$ cat src/include/pawc_defines.svh
// Constants for the peripheral access wait control block
`ifndef PAWC_DEFINES_SVH
`define PAWC_DEFINES_SVH

// Special function register addresses on the CPU bus
`define PAWC_ADDR_WATCHDOG_MODE    8'hF9
`define PAWC_ADDR_SERIAL_RX_BUF    8'h12
`define PAWC_ADDR_CONV_MODE        8'h28
`define PAWC_ADDR_CONV_CHAN_SEL    8'h29
`define PAWC_ADDR_COMPARE_MODE     8'h2A
`define PAWC_ADDR_COMPARE_THRESH   8'h2B
`define PAWC_ADDR_CONV_RESULT      8'h2C

// Macro clock select bit position in the converter mode register
`define PAWC_MACRO_SEL_BIT         5
`define PAWC_MACRO_SEL_RST         1'b0

// Fixed wait counts, CPU clocks
`define PAWC_WAIT_NONE             5'h00
`define PAWC_WAIT_WATCHDOG         5'h03
`define PAWC_WAIT_SERIAL_RX        5'h01
`define PAWC_WAIT_RESULT_MIN       5'h01

// Converter wait table, macro clock select = 0, CPU clock fx/1 .. fx/16
`define PAWC_CONV_SLOW_DIV1        5'h09
`define PAWC_CONV_SLOW_DIV2        5'h05
`define PAWC_CONV_SLOW_DIV4        5'h03
`define PAWC_CONV_SLOW_DIV8        5'h02
`define PAWC_CONV_SLOW_DIV16       5'h00

// Converter wait table, macro clock select = 1
`define PAWC_CONV_FAST_DIV1        5'h05
`define PAWC_CONV_FAST_DIV2        5'h03
`define PAWC_CONV_FAST_DIV4        5'h02
`define PAWC_CONV_FAST_DIV8        5'h00
`define PAWC_CONV_FAST_DIV16       5'h00

`endif

$ cat src/include/pawc_pkg.sv
// Types for the peripheral access wait control block
package pawc_pkg;

  localparam int unsigned PAWC_WAIT_W = 5;

  typedef logic [PAWC_WAIT_W-1:0] pawc_wait_t;

  // CPU clock division code: fx divided by 2**code
  typedef enum logic [2:0] {
    PAWC_DIV1  = 3'h0,
    PAWC_DIV2  = 3'h1,
    PAWC_DIV4  = 3'h2,
    PAWC_DIV8  = 3'h3,
    PAWC_DIV16 = 3'h4
  } pawc_div_e;

  typedef enum logic [2:0] {
    PAWC_CLS_PLAIN    = 3'h0,
    PAWC_CLS_WATCHDOG = 3'h1,
    PAWC_CLS_SERIAL   = 3'h2,
    PAWC_CLS_CONV_CTL = 3'h3,
    PAWC_CLS_CONV_RES = 3'h4
  } pawc_class_e;

  typedef enum logic [0:0] {
    PAWC_ST_IDLE = 1'b0,
    PAWC_ST_WAIT = 1'b1
  } pawc_state_e;

endpackage

$ cat src/include/pawc_wait_if.sv
// Carrier between the wait sequencer and its cycle counter
`timescale 1ns/1ps
`default_nettype none
interface pawc_wait_if;
  import pawc_pkg::*;
  logic       load;
  pawc_wait_t load_val;
  logic       last;

  modport ctrl (output load, output load_val, input last);
  modport cnt  (input load, input load_val, output last);
endinterface
`default_nettype wire

$ cat src/core/pawc_top.sv
// Wait state generator for CPU accesses to slow peripheral registers
`timescale 1ns/1ps
`default_nettype none
`include "pawc_defines.svh"

module pawc_top #(
  parameter int unsigned SET_W = 2   // Width of the wait setting
) (
  input  wire logic                clock_i,              // CPU clock, 25 MHz
  input  wire logic                rstn_i,               // Async reset, active low
  input  wire logic                acc_valid_i,          // Access pending
  input  wire logic                acc_write_i,          // 1 write, 0 read
  input  wire logic [7:0]          acc_addr_i,           // SFR address
  input  wire logic [7:0]          acc_wdata_i,          // Write data
  input  wire pawc_pkg::pawc_div_e cpu_div_i,            // CPU clock divide code
  input  wire logic [SET_W-1:0]    wait_setting_i,       // Peripheral wait setting
  output logic                     acc_ready_o,          // Access done, one pulse
  output logic                     stall_o,              // CPU held off
  output logic                     macro_clock_select_o, // Macro clock select bit
  output pawc_pkg::pawc_wait_t     last_wait_o           // Waits of last access
);
  import pawc_pkg::*;

  // Sum wide enough that no setting can wrap a long wait into a short one
  localparam int unsigned SUM_W    = ((SET_W > PAWC_WAIT_W) ? SET_W : PAWC_WAIT_W) + 1;
  localparam pawc_wait_t  WAIT_MAX = '1;

  typedef struct packed {
    pawc_state_e state;
    logic        macro_sel;
    logic        ready;
    logic        stall;
    pawc_wait_t  last_wait;
    logic        pend_mode;  // Accepted access writes the mode register
    logic        pend_sel;   // Select bit carried by that write
  } pawc_top_s;

  // Whole state in one register, next value built below
  pawc_top_s s_q;
  pawc_top_s s_d;

  // Counter times the stall so the sequencer needs only two states
  pawc_wait_if wif ();

  pawc_wait_counter u_counter (
    .clock_i (clock_i),
    .rstn_i  (rstn_i),
    .wif     (wif.cnt)
  );

  // Which wait-generating register, if any, this access reaches
  function automatic pawc_class_e classify(input logic [7:0] addr, input logic wr);
    pawc_class_e cls;
    cls = PAWC_CLS_PLAIN;
    unique case (addr)
      `PAWC_ADDR_WATCHDOG_MODE:
      begin
        if (wr)
        begin
          cls = PAWC_CLS_WATCHDOG;
        end
      end
      `PAWC_ADDR_SERIAL_RX_BUF:
      begin
        if (!wr)
        begin
          cls = PAWC_CLS_SERIAL;
        end
      end
      `PAWC_ADDR_CONV_MODE,
      `PAWC_ADDR_CONV_CHAN_SEL,
      `PAWC_ADDR_COMPARE_MODE,
      `PAWC_ADDR_COMPARE_THRESH:
      begin
        if (wr)
        begin
          cls = PAWC_CLS_CONV_CTL;
        end
      end
      `PAWC_ADDR_CONV_RESULT:
      begin
        if (!wr)
        begin
          cls = PAWC_CLS_CONV_RES;
        end
      end
      default:
      begin
        cls = PAWC_CLS_PLAIN;
      end
    endcase
    return cls;
  endfunction

  // Mode register write: its completion updates the macro clock select
  function automatic logic is_mode_write(input logic [7:0] addr, input logic wr);
    logic hit;
    hit = 1'b0;
    if (wr && (addr == `PAWC_ADDR_CONV_MODE))
    begin
      hit = 1'b1;
    end
    return hit;
  endfunction

  // Converter wait with fast macro clock (fx/2). Entries are the worst case
  // of two macro periods plus one, with a computed one already taken as none.
  function automatic pawc_wait_t conv_wait_fast(input pawc_div_e div);
    pawc_wait_t w;
    w = `PAWC_WAIT_NONE;
    unique case (div)
      PAWC_DIV1:  w = `PAWC_CONV_FAST_DIV1;
      PAWC_DIV2:  w = `PAWC_CONV_FAST_DIV2;
      PAWC_DIV4:  w = `PAWC_CONV_FAST_DIV4;
      PAWC_DIV8:  w = `PAWC_CONV_FAST_DIV8;
      PAWC_DIV16: w = `PAWC_CONV_FAST_DIV16;
      default:    w = `PAWC_CONV_FAST_DIV16;
    endcase
    return w;
  endfunction

  // Converter wait with slow macro clock (fx/4)
  function automatic pawc_wait_t conv_wait_slow(input pawc_div_e div);
    pawc_wait_t w;
    w = `PAWC_WAIT_NONE;
    unique case (div)
      PAWC_DIV1:  w = `PAWC_CONV_SLOW_DIV1;
      PAWC_DIV2:  w = `PAWC_CONV_SLOW_DIV2;
      PAWC_DIV4:  w = `PAWC_CONV_SLOW_DIV4;
      PAWC_DIV8:  w = `PAWC_CONV_SLOW_DIV8;
      PAWC_DIV16: w = `PAWC_CONV_SLOW_DIV16;
      default:    w = `PAWC_CONV_SLOW_DIV16;
    endcase
    return w;
  endfunction

  // Base wait count for an access class at setting zero
  function automatic pawc_wait_t base_wait(input pawc_class_e cls,
                                           input logic        fast,
                                           input pawc_div_e   div);
    pawc_wait_t w;
    pawc_wait_t tab;
    w   = `PAWC_WAIT_NONE;
    tab = fast ? conv_wait_fast(div) : conv_wait_slow(div);
    unique case (cls)
      PAWC_CLS_WATCHDOG:
      begin
        w = `PAWC_WAIT_WATCHDOG;
      end
      PAWC_CLS_SERIAL:
      begin
        w = `PAWC_WAIT_SERIAL_RX;
      end
      PAWC_CLS_CONV_CTL:
      begin
        w = tab;
      end
      PAWC_CLS_CONV_RES:
      begin
        // Result read never drops below one wait
        w = (tab == `PAWC_WAIT_NONE) ? `PAWC_WAIT_RESULT_MIN : tab;
      end
      PAWC_CLS_PLAIN:
      begin
        w = `PAWC_WAIT_NONE;
      end
      default:
      begin
        w = `PAWC_WAIT_NONE;
      end
    endcase
    return w;
  endfunction

  // Decode of the access presented this cycle
  pawc_class_e      acc_cls;
  pawc_wait_t       acc_base;
  pawc_wait_t       acc_wait;
  logic [SUM_W-1:0] acc_sum;
  logic             acc_take;
  logic             take_mode;
  logic             take_sel;

  always_comb
  begin
    acc_cls   = classify(acc_addr_i, acc_write_i);
    // Divide code is read at take only; a change mid-wait cannot shorten it
    acc_base  = base_wait(acc_cls, s_q.macro_sel, cpu_div_i);
    acc_sum   = SUM_W'(acc_base) + SUM_W'(wait_setting_i);
    // Nonzero setting lengthens only accesses that already wait
    if (acc_base == `PAWC_WAIT_NONE)
    begin
      acc_wait = `PAWC_WAIT_NONE;
    end
    else if (acc_sum > SUM_W'(WAIT_MAX))
    begin
      // Only a setting at least as wide as the count reaches this; clamp, never wrap
      acc_wait = WAIT_MAX;
    end
    else
    begin
      acc_wait = acc_sum[PAWC_WAIT_W-1:0];
    end
    // The cycle where ready shows still carries the finished access
    acc_take  = acc_valid_i && !s_q.ready && (s_q.state == PAWC_ST_IDLE);
    take_mode = is_mode_write(acc_addr_i, acc_write_i);
    take_sel  = acc_wdata_i[`PAWC_MACRO_SEL_BIT];
  end

  // Two-state sequencer; the counter decides when a wait ends
  always_comb
  begin
    s_d          = s_q;
    s_d.ready    = 1'b0;
    wif.load     = 1'b0;
    wif.load_val = `PAWC_WAIT_NONE;
    unique case (s_q.state)
      PAWC_ST_IDLE:
      begin
        if (acc_take)
        begin
          s_d.last_wait = acc_wait;
          s_d.pend_mode = take_mode;
          s_d.pend_sel  = take_sel;
          if (acc_wait == `PAWC_WAIT_NONE)
          begin
            s_d.ready = 1'b1;
            // No wait: a mode write completes at the take edge
            if (take_mode)
            begin
              s_d.macro_sel = take_sel;
            end
          end
          else
          begin
            wif.load     = 1'b1;
            wif.load_val = acc_wait;
            s_d.stall    = 1'b1;
            s_d.state    = PAWC_ST_WAIT;
          end
        end
      end
      PAWC_ST_WAIT:
      begin
        // Each held cycle is a retry across the unrelated peripheral clock
        if (wif.last)
        begin
          s_d.stall = 1'b0;
          s_d.ready = 1'b1;
          s_d.state = PAWC_ST_IDLE;
          // Bit captured at take, so inputs let go early cannot corrupt it
          if (s_q.pend_mode)
          begin
            s_d.macro_sel = s_q.pend_sel;
          end
        end
      end
    endcase
  end

  // Reset leaves the macro clock at its slow setting
  always_ff @(posedge clock_i or negedge rstn_i)
  begin
    if (!rstn_i)
    begin
      s_q.state     <= PAWC_ST_IDLE;
      s_q.macro_sel <= `PAWC_MACRO_SEL_RST;
      s_q.ready     <= 1'b0;
      s_q.stall     <= 1'b0;
      s_q.last_wait <= `PAWC_WAIT_NONE;
      s_q.pend_mode <= 1'b0;
      s_q.pend_sel  <= `PAWC_MACRO_SEL_RST;
    end
    else
    begin
      s_q <= s_d;
    end
  end

  // Every output straight from the state register
  assign acc_ready_o          = s_q.ready;
  assign stall_o              = s_q.stall;
  assign macro_clock_select_o = s_q.macro_sel;
  assign last_wait_o          = s_q.last_wait;
endmodule
`default_nettype wire

$ cat src/core/pawc_wait_counter.sv
// Down counter that times the inserted CPU wait cycles
`timescale 1ns/1ps
`default_nettype none
module pawc_wait_counter (
  input  wire logic  clock_i,  // CPU clock
  input  wire logic  rstn_i,   // Async reset, active low
  pawc_wait_if.cnt   wif       // Load and expiry
);
  import pawc_pkg::*;

  typedef struct packed {
    pawc_wait_t cnt;
  } pawc_cnt_s;

  pawc_cnt_s s_q;
  pawc_cnt_s s_d;

  always_comb
  begin
    s_d = s_q;
    if (wif.load)
    begin
      s_d.cnt = wif.load_val;
    end
    else if (s_q.cnt != `PAWC_WAIT_NONE)
    begin
      s_d.cnt = s_q.cnt - pawc_wait_t'(1);
    end
  end

  assign wif.last = (s_q.cnt == pawc_wait_t'(1));

  always_ff @(posedge clock_i or negedge rstn_i)
  begin
    if (!rstn_i)
    begin
      s_q <= '0;
    end
    else
    begin
      s_q <= s_d;
    end
  end
endmodule
`default_nettype wire

$ cat config.mk
export PLATFORM = sky130hd
export DESIGN_NAME = pawc_top
export DESIGN_NICKNAME = d
export VERILOG_FILES = /design/src/include/pawc_pkg.sv /design/src/include/pawc_wait_if.sv /design/src/core/pawc_top.sv /design/src/core/pawc_wait_counter.sv
export VERILOG_INCLUDE_DIRS = /design/src /design/src/include
export SDC_FILE = /design/constraint.sdc
export NUM_CORES = 1
export LEC_CHECK = 0
export ABC_AREA = 1
export BUFFER_PORTS_ARGS = -buffer_cell sky130_fd_sc_hd__buf_2
export CAP_MARGIN = 15
export CELL_PAD_IN_SITES_DETAIL_PLACEMENT = 1
export CELL_PAD_IN_SITES_GLOBAL_PLACEMENT = 1
export CORE_UTILIZATION = 33
export CTS_CLUSTER_SIZE = 24
export DETAILED_ROUTE_END_ITERATION = 8
export GPL_TIMING_DRIVEN = 0
export PLACE_DENSITY_LB_ADDON = 0.1
export SETUP_SLACK_MARGIN = 0.5
export SYNTH_ARGS = -nofsm -noshare
export SYNTH_HDL_FRONTEND = slang
export SYNTH_SLANG_ARGS = --single-unit
$ cat constraint.sdc
create_clock -name clock_i -period 2.25 [get_ports clock_i]
set_clock_uncertainty 0.1 [all_clocks]
set_input_delay 0.225 -clock clock_i [delete_from_list [all_inputs] [get_ports clock_i]]
set_output_delay 0.225 -clock clock_i [all_outputs]
set_load 0.01 [all_outputs]
==> key figures, run 1 <==
Synthesis
  – Synth area leaders: dfrtp_1, nand2_1, inv_1
  – Synth Register Bits: 16
  – Asr flop ratio synth: 100%
  – Syn avg cell area: between 7 and 8 um^2
  – Netlist Area Pre-Place: 0.00124 mm^2
  – YS warnings: 0
  – Post-synth EDFFs: 0
  – Post-synthesis cell count: 170
  – Synth area leader: dfrtp_1
  – Synth top area share: 32.2%
  – Top_reg_cell synth: dfrtp_1
  – Synth Net Count: between 200 and 250
  – Distinct cells, synth: 28
  – Sequential-to-total area share from yosys stat: approximately 32%

CTS
  – Clock Latency Late Sink: roughly 260 ps
  – TritonCTS clock tree: built
  – CTS Buffer Depth: 2
  – CTS buffer count: 3
  – Total clock sinks: 16
  – H-tree Lvls: 1
  – Worst-path clk slew: roughly 70 ps
  – Root Buffer: clkbuf_8

Timing
  – RSZ-0062 raised after global routing: yes
  – # setup viols final: 9
  – Final Max Tran Viols: 0
  – Worst-Margin Slew: 387 ps
  – Setup TNS: -1680 ps
  – Fmax: ~400 MHz
  – Max_slew headroom: around three quarters
  – Worst Setup Slack, final: -265 ps
  – Final Hold Vio Count: 0
  – Final period util: 112%
  – Min Clock Period, post-route: 2520 ps

Run status
  – Violated checks: negative setup slack
  – Status: complete, but fails checks

Critical path
  – Worst Path Required: 2300 ps
  – Crit path from: macro_clock_select_o
  – Reg-to-Reg Start: macro_clock_select_o
  – Worst Path Arrival: between 2000 and 3000 ps
  – CP Capture Type: flop
  – Crit Path Max Fanout: 4
  – Setup crit start kind: flop
  – Setup Crit Path Kind: reg2reg

Detailed routing
  – Total wire length: 3.34 mm
  – Via density: between 4 and 5
  – Post-DRT Antenna Nets: 0
  – DRC: 0
  – Vias: 1,213
  – 1st-iter DRT viols: 28
  – DRT Pass-1 Iters: 4
  – WL/cell: 12.7 um

Power
  – Leak Pwr: ~1 nW
  – PwrDens: approximately 780 mW/mm^2
  – Max rail drop VDD: 415 uV
  – Pwr Total: 0.00135 W

Finish
  – Non-Filler Instances: roughly 260
  – Final nets: 250
  – Area delta synth->final: 39.8%
  – Post-route cell area: between 0.0015 and 0.002 mm^2
  – Layout cells sized above 1: around 43%
  – Commonest non-fill, non-tap cells in the layout: nand2_1, inv_1, buf_2
  – Fillcell total: 444
  – Antenna diode count: 0
  – Commonest non-fill, non-tap cell in the layout: nand2_1
  – Core Util, Final: about half

Floorplanning
  – Number of cell rows: 21
  – DIE AREA: around 0.0040 mm^2
  – Core area: 0.00347 mm^2
  – Die H: ~63 um
  – Starting Density: between 30 and 40%
  – Top-Level Pins: 33
  – Die width: around 63 um

Global route
  – Initial antenna violation count: 0
  – Grt met1 use: around a quarter
  – Total GRT Usage: between 10% and 20%
  – GRT met3 Usage: 3.99%
  – First-pass GRT wire length: roughly 5.6 mm
  – Vias in the first global route: approximately 1,200
  – Met2 Track Usage GR: a little under a third
  – Largest net degree at the start of global routing: 17
  – Total congestion overflow: 0
  – Grt peak-use layer: met2

Place
  – GPL Wtd Cong: 0.801
  – Port Buffers: 25
  – HPWL Detailed: 2.43 mm
  – Area post-placement: between 0.001 and 0.0015 mm^2
  – Placed insts: around 240

Min path
  – Hold path start: acc_wdata_i[5]
  – Worst Hold Class: in2reg

Run
  – Max_cap viols: 0
==> synthesized netlist by cell type (2+ instances only) <==
library cell / instances
nor2_1: 12
nand3_1: 13
dfrtp_1: 16
nand4_1: 4
inv_2: 2
xor2_1: 4
buf_4: 5
nand2_2: 4
nand2_1: 54
ha_1: 5
nand2_4: 4
inv_1: 27
o21ai_0: 3
a21oi_2: 3
==> flip-flops by register name (all words and copies together), names as in the netlist <==
name                  cells
u_counter.s_q             5
macro_clock_select_o      1
acc_ready_o               1
stall_o                   1
s_q                       3
last_wait_o               5
==> per-stage QoR <==
step	setup slack, ps	hold slack (ps)
floorplan	-94.2	-171
global placement	-283	65.6
detailed placement	-369	75.1
CTS	-206	93.5
global route	-407	135
finish	-265	98.9
==> final cells by class <==
| class | count | area [um^2] | share of cell area [%] |
|---|---|---|---|
| Buffer | 5 | 37.5 | 2.16 |
| Clock buffer | 4 | 55.1 | 3.17 |
| Inverter | 31 | 123 | 7.06 |
| Multi-Input combinational cell | 119 | 797 | 45.9 |
| Sequential cell | 16 | 400 | 23.1 |
| Tap cell | 46 | 57.6 | 3.31 |
| Timing Repair Buffer | 43 | 267 | 15.3 |
==> worst max-delay path, stage by stage (launching register included) <==
cell	delay, ps
dfrtp_1	440
nand2_2	100
o21ai_2	60
nand3_1	100
nand2_2	70
a21oi_4	140
inv_2	60
ha_4	160
fa_2	360
xor2_2	180
inv_2	70
nand2_4	70
buf_4	120
nand4_1	90
nand2_1	110
nand2_1	70
nand2_1	70
nand2_1	50
==> metal layers <==
layer	vias to the layer above	wire [um]
li1	615	-
met1	574	1530
met2	20	1690
met3	4	94
met4	0	31
met5	-	0
==> timing repair <==
item                                    CTS  global route
hold endpoints to repair                 16             0
endpoints found under the setup margin   13            16
cloned                                    1             0
pin swaps                                 1             9
hold buffers                              1             0
resized for setup                         8            15
buffers inserted                          9             8
==> where the power goes <==
part | internal, W | switching, W
clock | 0.000155 | 0.000104
combinational | 0.000266 | 0.000369
sequential | 0.000377 | 0.0000763
==> path summary, 6_finish.rpt <==
| check | cells past startpoint | end | slack [ps] |
|---|---|---|---|
| max reg2reg | 17 | macro_clock_select_o | -270 |
| min | 3 | s_q[0] | 100 |
| max in group asynchronous | 2 | stall_o | 1450 |
| min in group asynchronous | 2 | last_wait_o[0] | 320 |
| max | 17 | macro_clock_select_o | -270 |
| min reg2reg | 2 | last_wait_o[4] | 370 |
==> logic make-up (layout without fill, tap and decap cells) <==
family | count (synthesis) | in the layout | share of synthesized area (%)
AND/OR/NAND/NOR | 97 | 98 | 38.2
buffers and inverters | 36 | 83 | 12.6
flip-flops | 16 | 16 | 32.2
AO/OA/AOI/OAI | 11 | 11 | 7.55
adder cells (fa/ha/maj) | 6 | 6 | 6.65
XOR/XNOR | 4 | 4 | 2.82
No activity file was read; power rests on OpenSTA's default activity.
==> run 2, diff against run 1 <==
Settings changed: SKIP_LAST_GASP from default to 1.
==> run 2 against run 1 <==
The run still ends with negative setup slack left. Register-to-register slack better by 30 ps. Global-route usage stayed put. Power is 0.36% lower. Die area stayed put. Critical endpoint unchanged.
==> key figures, run 2 (synthesized netlist as in run 1, its figures left out) <==
Finish
  – Antenna diode count: 0 (unchanged)
  – Area delta synth->final: 38.4%
  – Layout cells sized above 1: 41.3% (-1.4 points)
  – Final nets: 250 (unchanged)
  – Post-route cell area: 0.00172 mm^2 (-1.0%)
  – Commonest non-fill, non-tap cell in the layout: nand2_1
  – Commonest non-fill, non-tap cells in the layout: nand2_1, inv_1, buf_2
  – Non-Filler Instances: 264 (unchanged)

Power
  – Max rail drop VDD: 410 uV (-1.2%)
  – Leak Pwr: 1.00 nW (+0.11%)
  – PwrDens: 782 mW/mm^2 (+0.66%)
  – Pwr Total: 0.00134 W (-0.36%)

Timing
  – Final period util: 111% (-1.2 points)
  – Final Max Tran Viols: 0 (unchanged)
  – Final Hold Vio Count: 0 (unchanged)
  – Hold slack: 97.3 ps (-1.63 ps)
  – RSZ-0062 raised after global routing: yes
  – # setup viols final: 11 (+2)
  – Min Clock Period, post-route: 2490 ps (-27.0 ps)
  – Worst Setup Slack, final: -238 ps (+27.0 ps)
  – Worst-Margin Slew: 386 ps (-0.842 ps)
  – Max_slew headroom: 74.3% (about the same)
  – Fmax: 402 MHz (+1.1%)

Floorplanning
  – Die H: 63.4 um (unchanged)
  – Starting Density: 35.8% (unchanged)
  – Top-Level Pins: 33 (unchanged)
  – Die width: 63.4 um (unchanged)
  – DIE AREA: 0.00401 mm^2 (unchanged)
  – Core area: 0.00347 mm^2 (unchanged)
  – Number of cell rows: 21 (unchanged)

Place
  – Area post-placement: 0.00144 mm^2 (unchanged)
  – Placed insts: 241 (unchanged)
  – Setup slack at placement: -369 ps (unchanged)
  – Port Buffers: 25 (unchanged)
  – GPL Wtd Cong: 0.801 (unchanged)
  – HPWL Detailed: 2.43 mm (unchanged)

Critical path
  – CP Capture Type: flop
  – Reg-to-reg slack, setup: -240 ps (+30 ps)
  – Crit path top cell by count: nand2_1
  – Critical Path Stages: 17 (unchanged)
  – Worst path slowest cell: dfrtp_1
  – Buf/Inv on CP: 3 (unchanged)
  – Worst Path Arrival: 2540 ps (-30 ps)
  – Reg-to-Reg Start: macro_clock_select_o
  – Max incr delay on CP: 440 ps (about the same)
  – Reg2reg path depth: 17 (unchanged)
  – Reg2reg end: macro_clock_select_o
  – Worst Path Required: 2300 ps (about the same)
  – Setup crit start kind: flop
  – Crit path from: macro_clock_select_o
  – CP cell instances: nand2_2 -> o21ai_2 -> nand3_1 -> nand2_2 -> a21oi_4 -> inv_2 -> ha_4 -> fa_2 -> xor2_2 -> inv_2 -> nand2_4 -> buf_4 -> nand4_1 -> nand2_1 -> nand2_1 -> nand2_1 -> nand2_1
  – Crit Path Max Fanout: 4 (unchanged)
  – Setup Crit Path Kind: reg2reg
  – CP delay by family, top: simple AND/OR/NAND/NOR gates

CTS
  – Total clock sinks: 16 (unchanged)
  – CTS Buffer Depth: 2 (unchanged)
  – Worst-path clk slew: 70 ps (about the same)
  – TritonCTS clock tree: built
  – Root Buffer: clkbuf_8
  – CTS buffer count: 3 (unchanged)
  – Clock Latency Late Sink: 260 ps (about the same)
  – H-tree Lvls: 1 (unchanged)

Min path
  – Worst Hold Class: in2reg
  – Worst Hold Path EP: s_q[0]
  – Hold path start: acc_wdata_i[5]
  – WHS Path Cells: 3 (unchanged)

Detailed routing
  – Vias: 1,211 (-0.16%)
  – Via density: 4.59 (-0.16%)
  – WL/cell: 12.7 um (+0.27%)
  – Post-DRT Antenna Nets: 0 (unchanged)
  – DRT Pass-1 Iters: 4 (unchanged)
  – DRC: 0 (unchanged)
  – Total wire length: 3.35 mm (+0.27%)
  – 1st-iter DRT viols: 22 (-21%)

Global route
  – Initial antenna violation count: 0 (unchanged)
  – Total congestion overflow: 0 (unchanged)
  – Total GRT Usage: 18.3% (unchanged)
  – Vias in the first global route: 1,208 (unchanged)
  – First-pass GRT wire length: 5.61 mm (unchanged)
  – Largest net degree at the start of global routing: 17 (unchanged)

Run status
  – Violated checks: negative setup slack
  – Status: complete, but fails checks

Run
  – Max_cap viols: 0 (unchanged)
[run 2: final cells by class]
class                      count  area [um^2]
timing repair buffer          43          267
buffer                         5         37.5
multi-input combinational    119          779
clock buffer                   4         55.1
tap                           46         57.6
inverter                      31          123
sequential                    16          400
fill                         450         1750
[run 2: how the worst max path moves through the flow]
stage                           end  slack [ps]
6_report       macro_clock_select_o        -240
3_5_place_dp       u_counter.s_q[1]        -370
4_1_cts            u_counter.s_q[1]        -210
3_3_place_gp       u_counter.s_q[1]        -280
5_1_grt        macro_clock_select_o        -370
2_1_floorplan      u_counter.s_q[1]         -90
[run 2: report_power, final]
group          leakage, nW  switching, W  internal, W
Clock               0.0288      0.000106     0.000156
Combinational        0.767      0.000364     0.000265
Sequential           0.208     0.0000761     0.000377
Total                 1.00      0.000546     0.000798
[run 2: what timing repair did]
item                       CTS  global route
hold endpoints to repair    16             0
buffers inserted             9             8
gates resized for setup      8            11
setup endpoints to repair   13            16
hold buffers                 1             0
cloned                       1             0
pin swaps                    1             8
[run 2: through the flow]
stage / utilization [%] / TNS, ps
floorplan: - / -480
global placement: 41.6 / -1950
detailed placement: 41.6 / -2680
CTS: 46.7 / -1530
global route: 49.6 / -2990
finish: 49.6 / -1660
[run 2: worst register-to-register path, cell delays in order (launching register included)]
cell	delay (ps)
dfrtp_1	440
nand2_2	100
o21ai_2	60
nand3_1	100
nand2_2	70
a21oi_4	150
inv_2	60
ha_4	160
fa_2	360
xor2_2	180
inv_2	70
nand2_4	70
buf_4	110
nand4_1	90
nand2_1	110
nand2_1	70
nand2_1	60
nand2_1	40
[run 2: metal layers]
metal / share of wire [%] / global-route usage [%] / vias to the layer above
met5: 0 / 0 / -
met4: 1.1 / 5.11 / 0
met3: 3.0 / 3.99 / 4
met2: 50 / 30.5 / 22
met1: 45 / 23.5 / 571
li1: - / - / 614
==> run 3, diff against run 2 <==
Settings changed: ABC_AREA 1 to default, CORE_UTILIZATION 33 to 35.
==> run 3 against run 2 <==
The run still ends with negative setup slack left. Critical path depth down 5. Utilization up 2.8 points. Wire length is 2.7% higher. Area after synthesis shrank 1.0%. Cell area is 2.4% higher. Count of clock-buffer cells in the layout unchanged. Non-clock buffer count up 1. Largest power group unchanged.
==> key figures, run 3 <==
Min path
  – Hold path start: acc_wdata_i[5]
  – Worst Hold Class: in2reg
  – WHS Path Cells: 3 (unchanged)

Critical path
  – Worst Path Arrival: 2940 ps (+400 ps)
  – Crit Path Max Fanout: 7 (+3)
  – Setup Crit Path Kind: in2reg
  – Crit path top cell by count: nand2_2
  – Max incr delay on CP: 430 ps (about the same)
  – Reg2reg path depth: 10 (-7)
  – CP delay by family, top: simple AND/OR/NAND/NOR gates
  – Setup crit start kind: input pin
  – Crit path from: acc_write_i
  – CP Capture Type: flop
  – Critical Path Stages: 12 (-5)
  – CP cell instances: buf_6 -> buf_4 -> or2b_1 -> nand2_2 -> a221o_1 -> nand2_2 -> ha_4 -> fa_2 -> or2_4 -> o41ai_4 -> a21oi_2 -> mux2_4
  – Buf/Inv on CP: 2 (-1)
  – Worst path slowest cell: fa_2
  – Worst Path Required: 2320 ps (+20 ps)
  – Reg-to-Reg Start: macro_clock_select_o

Global route
  – Vias in the first global route: 1,220 (+0.99%)
  – Total GRT Usage: 20.4% (+2.1 points)
  – Initial antenna violation count: 0 (unchanged)
  – First-pass GRT wire length: 5.66 mm (+0.87%)
  – Largest net degree at the start of global routing: 17 (unchanged)
  – Total congestion overflow: 0 (unchanged)

Finish
  – Footprint of the multi-input gates: 897 um^2 (+15%)
  – Fillcell total: 418 (-7.1%)
  – Area delta synth->final: 43.1%
  – Commonest non-fill, non-tap cells in the layout: buf_2, nand2_1, buf_4
  – Commonest non-fill, non-tap cell in the layout: buf_2
  – Storage cell area: 402 um^2 (+0.31%)
  – Layout cells sized above 1: 50.3% (+9.0 points)
  – Final nets: 209 (-16%)
  – Post-route cell area: 0.00176 mm^2 (+2.4%)
  – Antenna diode count: 0 (unchanged)

Run status
  – Violated checks: negative setup slack
  – Status: complete, but fails checks

Place
  – Area post-placement: 0.00144 mm^2 (about the same)
  – Port Buffers: 25 (unchanged)
  – HPWL Detailed: 2.31 mm (-4.7%)
  – GPL Wtd Cong: 0.779 (-2.7%)

Power
  – Max rail drop VDD: 319 uV (-22%)
  – Leak Pwr: 0.764 nW (-24%)
  – Logic pwr share: 45.4% (-1.4 points)
  – Sequential Power Share: 38.3% (+4.6 points)
  – Sw Ratio: 38.4% (-2.2 points)
  – Sw Pwr: 0.000463 W (-15%)
  – Clk network pwr share: 16.2% (-3.3 points)
  – Power Internal: 0.000742 W (-7.0%)
  – PwrDens: 684 mW/mm^2 (-12%)
  – Pwr Total: 0.00120 W (-10%)

Synthesis
  – Synth cell count leaders: nand2_1, dfrtp_1, a21oi_1
  – Top_reg_cell synth: dfrtp_1
  – Synth Register Bits: 16 (unchanged)
  – Post-synth EDFFs: 0 (unchanged)
  – Synth Net Count: 164 (-18%)
  – Sequential-to-total area share from yosys stat: 32.6% (+0.33 points)
  – YS warnings: 0 (unchanged)
  – Most numerous cell in the Yosys netlist: nand2_1
  – Syn avg cell area: 9.25 um^2 (+27%)
  – Post-synthesis cell count: 133 (-22%)
  – Synth top area share: 32.6% (+0.33 points)
  – Synth area leaders: dfrtp_1, nand2_1, ha_1
  – Asr flop ratio synth: 100% (unchanged)
  – Synth area leader: dfrtp_1
  – Netlist Area Pre-Place: 0.00123 mm^2 (-1.0%)
  – Distinct cells, synth: 54 (+93%)

CTS
  – CTS Buffer Depth: 2 (unchanged)
  – H-tree Lvls: 1 (unchanged)
  – Total clock sinks: 16 (unchanged)
  – Worst-path clk slew: 90 ps (+20 ps)
  – Clock Latency Late Sink: 290 ps (+30 ps)
  – CTS buffer count: 3 (unchanged)
  – Root Buffer: clkbuf_4
  – TritonCTS clock tree: built

Detailed routing
  – WL/cell: 15.4 um (+22%)
  – Post-DRT Antenna Nets: 0 (unchanged)
  – Via density: 5.38 (+17%)
  – DRT Pass-1 Iters: 3 (-1)
  – DRC: 0 (unchanged)
  – Vias: 1,199 (-0.99%)
  – 1st-iter DRT viols: 26 (+18%)
  – Total wire length: 3.44 mm (+2.7%)

Floorplanning
  – Die width: 61.3 um (-3.3%)
  – Top-Level Pins: 33 (unchanged)
  – Number of cell rows: 21 (unchanged)
  – Core area: 0.00336 mm^2 (-3.0%)
  – DIE AREA: 0.00376 mm^2 (-6.5%)
  – Die H: 61.3 um (-3.3%)
  – Starting Density: 36.6% (+0.75 points)

Timing
  – Max_slew headroom: 62.9% (-11 points)
  – Worst-Margin Slew: 554 ps (+168 ps)
  – Fmax: 349 MHz (-13%)
  – # setup viols final: 11 (unchanged)
  – Worst Setup Slack, final: -618 ps (-380 ps)
  – Final Hold Vio Count: 0 (unchanged)
  – Final Max Tran Viols: 0 (unchanged)
  – Hold slack: 60.5 ps (-36.8 ps)
  – Final period util: 127% (+17 points)
  – RSZ-0062 raised after global routing: yes
  – Min Clock Period, post-route: 2870 ps (+380 ps)

Run
  – Max_cap viols: 0 (unchanged)
## run 3: changes by cell type after synthesis, sizes merged, moves of 4 or more
| cell | change |
|---|---|
| nand2 | -43 |
| inv | -25 |
| nand3 | -13 |
| nor2 | -10 |
| a21oi | +4 |
| nand4 | -4 |
## run 3: worst paths after layout
kind	to	slack, ps
max	macro_clock_select_o	-620
min	s_q[0]	60
max reg2reg	macro_clock_select_o	-540
min reg2reg	last_wait_o[3]	390
max in group asynchronous	macro_clock_select_o	1470
min in group asynchronous	s_q[10]	270
## run 3: power groups by stage
stage | Sequential, W | Clock [W] | Combinational (W)
after floorplan | 0.000454 | 0 | 0.000338
after global placement | 0.000459 | 0 | 0.000462
after detailed placement | 0.000465 | 0 | 0.000478
after CTS | 0.000459 | 0.000199 | 0.000523
after global routing | 0.000476 | 0.000213 | 0.000619
final | 0.000462 | 0.000195 | 0.000547
## run 3: metal layers
layer / GRT usage (%) / up-vias / part of all wire (%)
li1: - / 582 / -
met1: 26.4 / 588 / 47
met2: 35.6 / 23 / 49
met3: 3.15 / 6 / 3.2
met4: 4.87 / 0 / 1.3
met5: 0 / - / 0
## run 3: what timing repair did
| action | in CTS | in global routing |
|---|---|---|
| gates resized for setup | 21 | 18 |
| buffers inserted | 10 | 4 |
| hold buffers | 1 | 0 |
| hold endpoints to repair | 16 | 0 |
| pin swaps | 18 | 10 |
| endpoints found under the setup margin | 15 | 15 |
## run 3: final cells by class
| class | count | area share, % |
|---|---|---|
| buffer | 9 | 4.12 |
| clock buffer | 4 | 2.06 |
| inverter | 5 | 1.07 |
| multi-input combinational | 103 | 51.0 |
| sequential | 16 | 22.8 |
| tap | 46 | 3.27 |
| timing repair buffer | 40 | 15.7 |
## run 3: stage by stage
step	worst slack (ps)	instances	setup TNS, ps	utilization (%)
after CTS	-645	219	-4260	49.7
after global placement	-1030	204	-9610	42.9
final	-618	223	-4470	52.3
after global routing	-689	223	-5660	52.3
after detailed placement	-1040	204	-9730	42.9
after floorplan	-719	133	-5300	-
## run 3: cells by family (layout without fill, tap and decap cells)
kind of cell | Yosys count | after routing | share of synthesized area, %
xor+xnor | 3 | 3 | 2.14
flops | 16 | 16 | 32.6
simple gates | 58 | 58 | 27.5
mux | 2 | 2 | 2.03
buf+inv | 14 | 58 | 6.51
compound gates | 33 | 33 | 21.8
fa+ha+maj | 7 | 7 | 7.53
## run 3: worst register-to-register path, cell delays in order (launching register included)
cell and delay [ps]:
dfrtp_2 470, o21a_1 190, a211oi_2 210, o21ai_2 110, nand2_2 100, ha_4 150
fa_2 430, or2_4 270, o41ai_4 300, a21oi_2 60, mux2_4 300
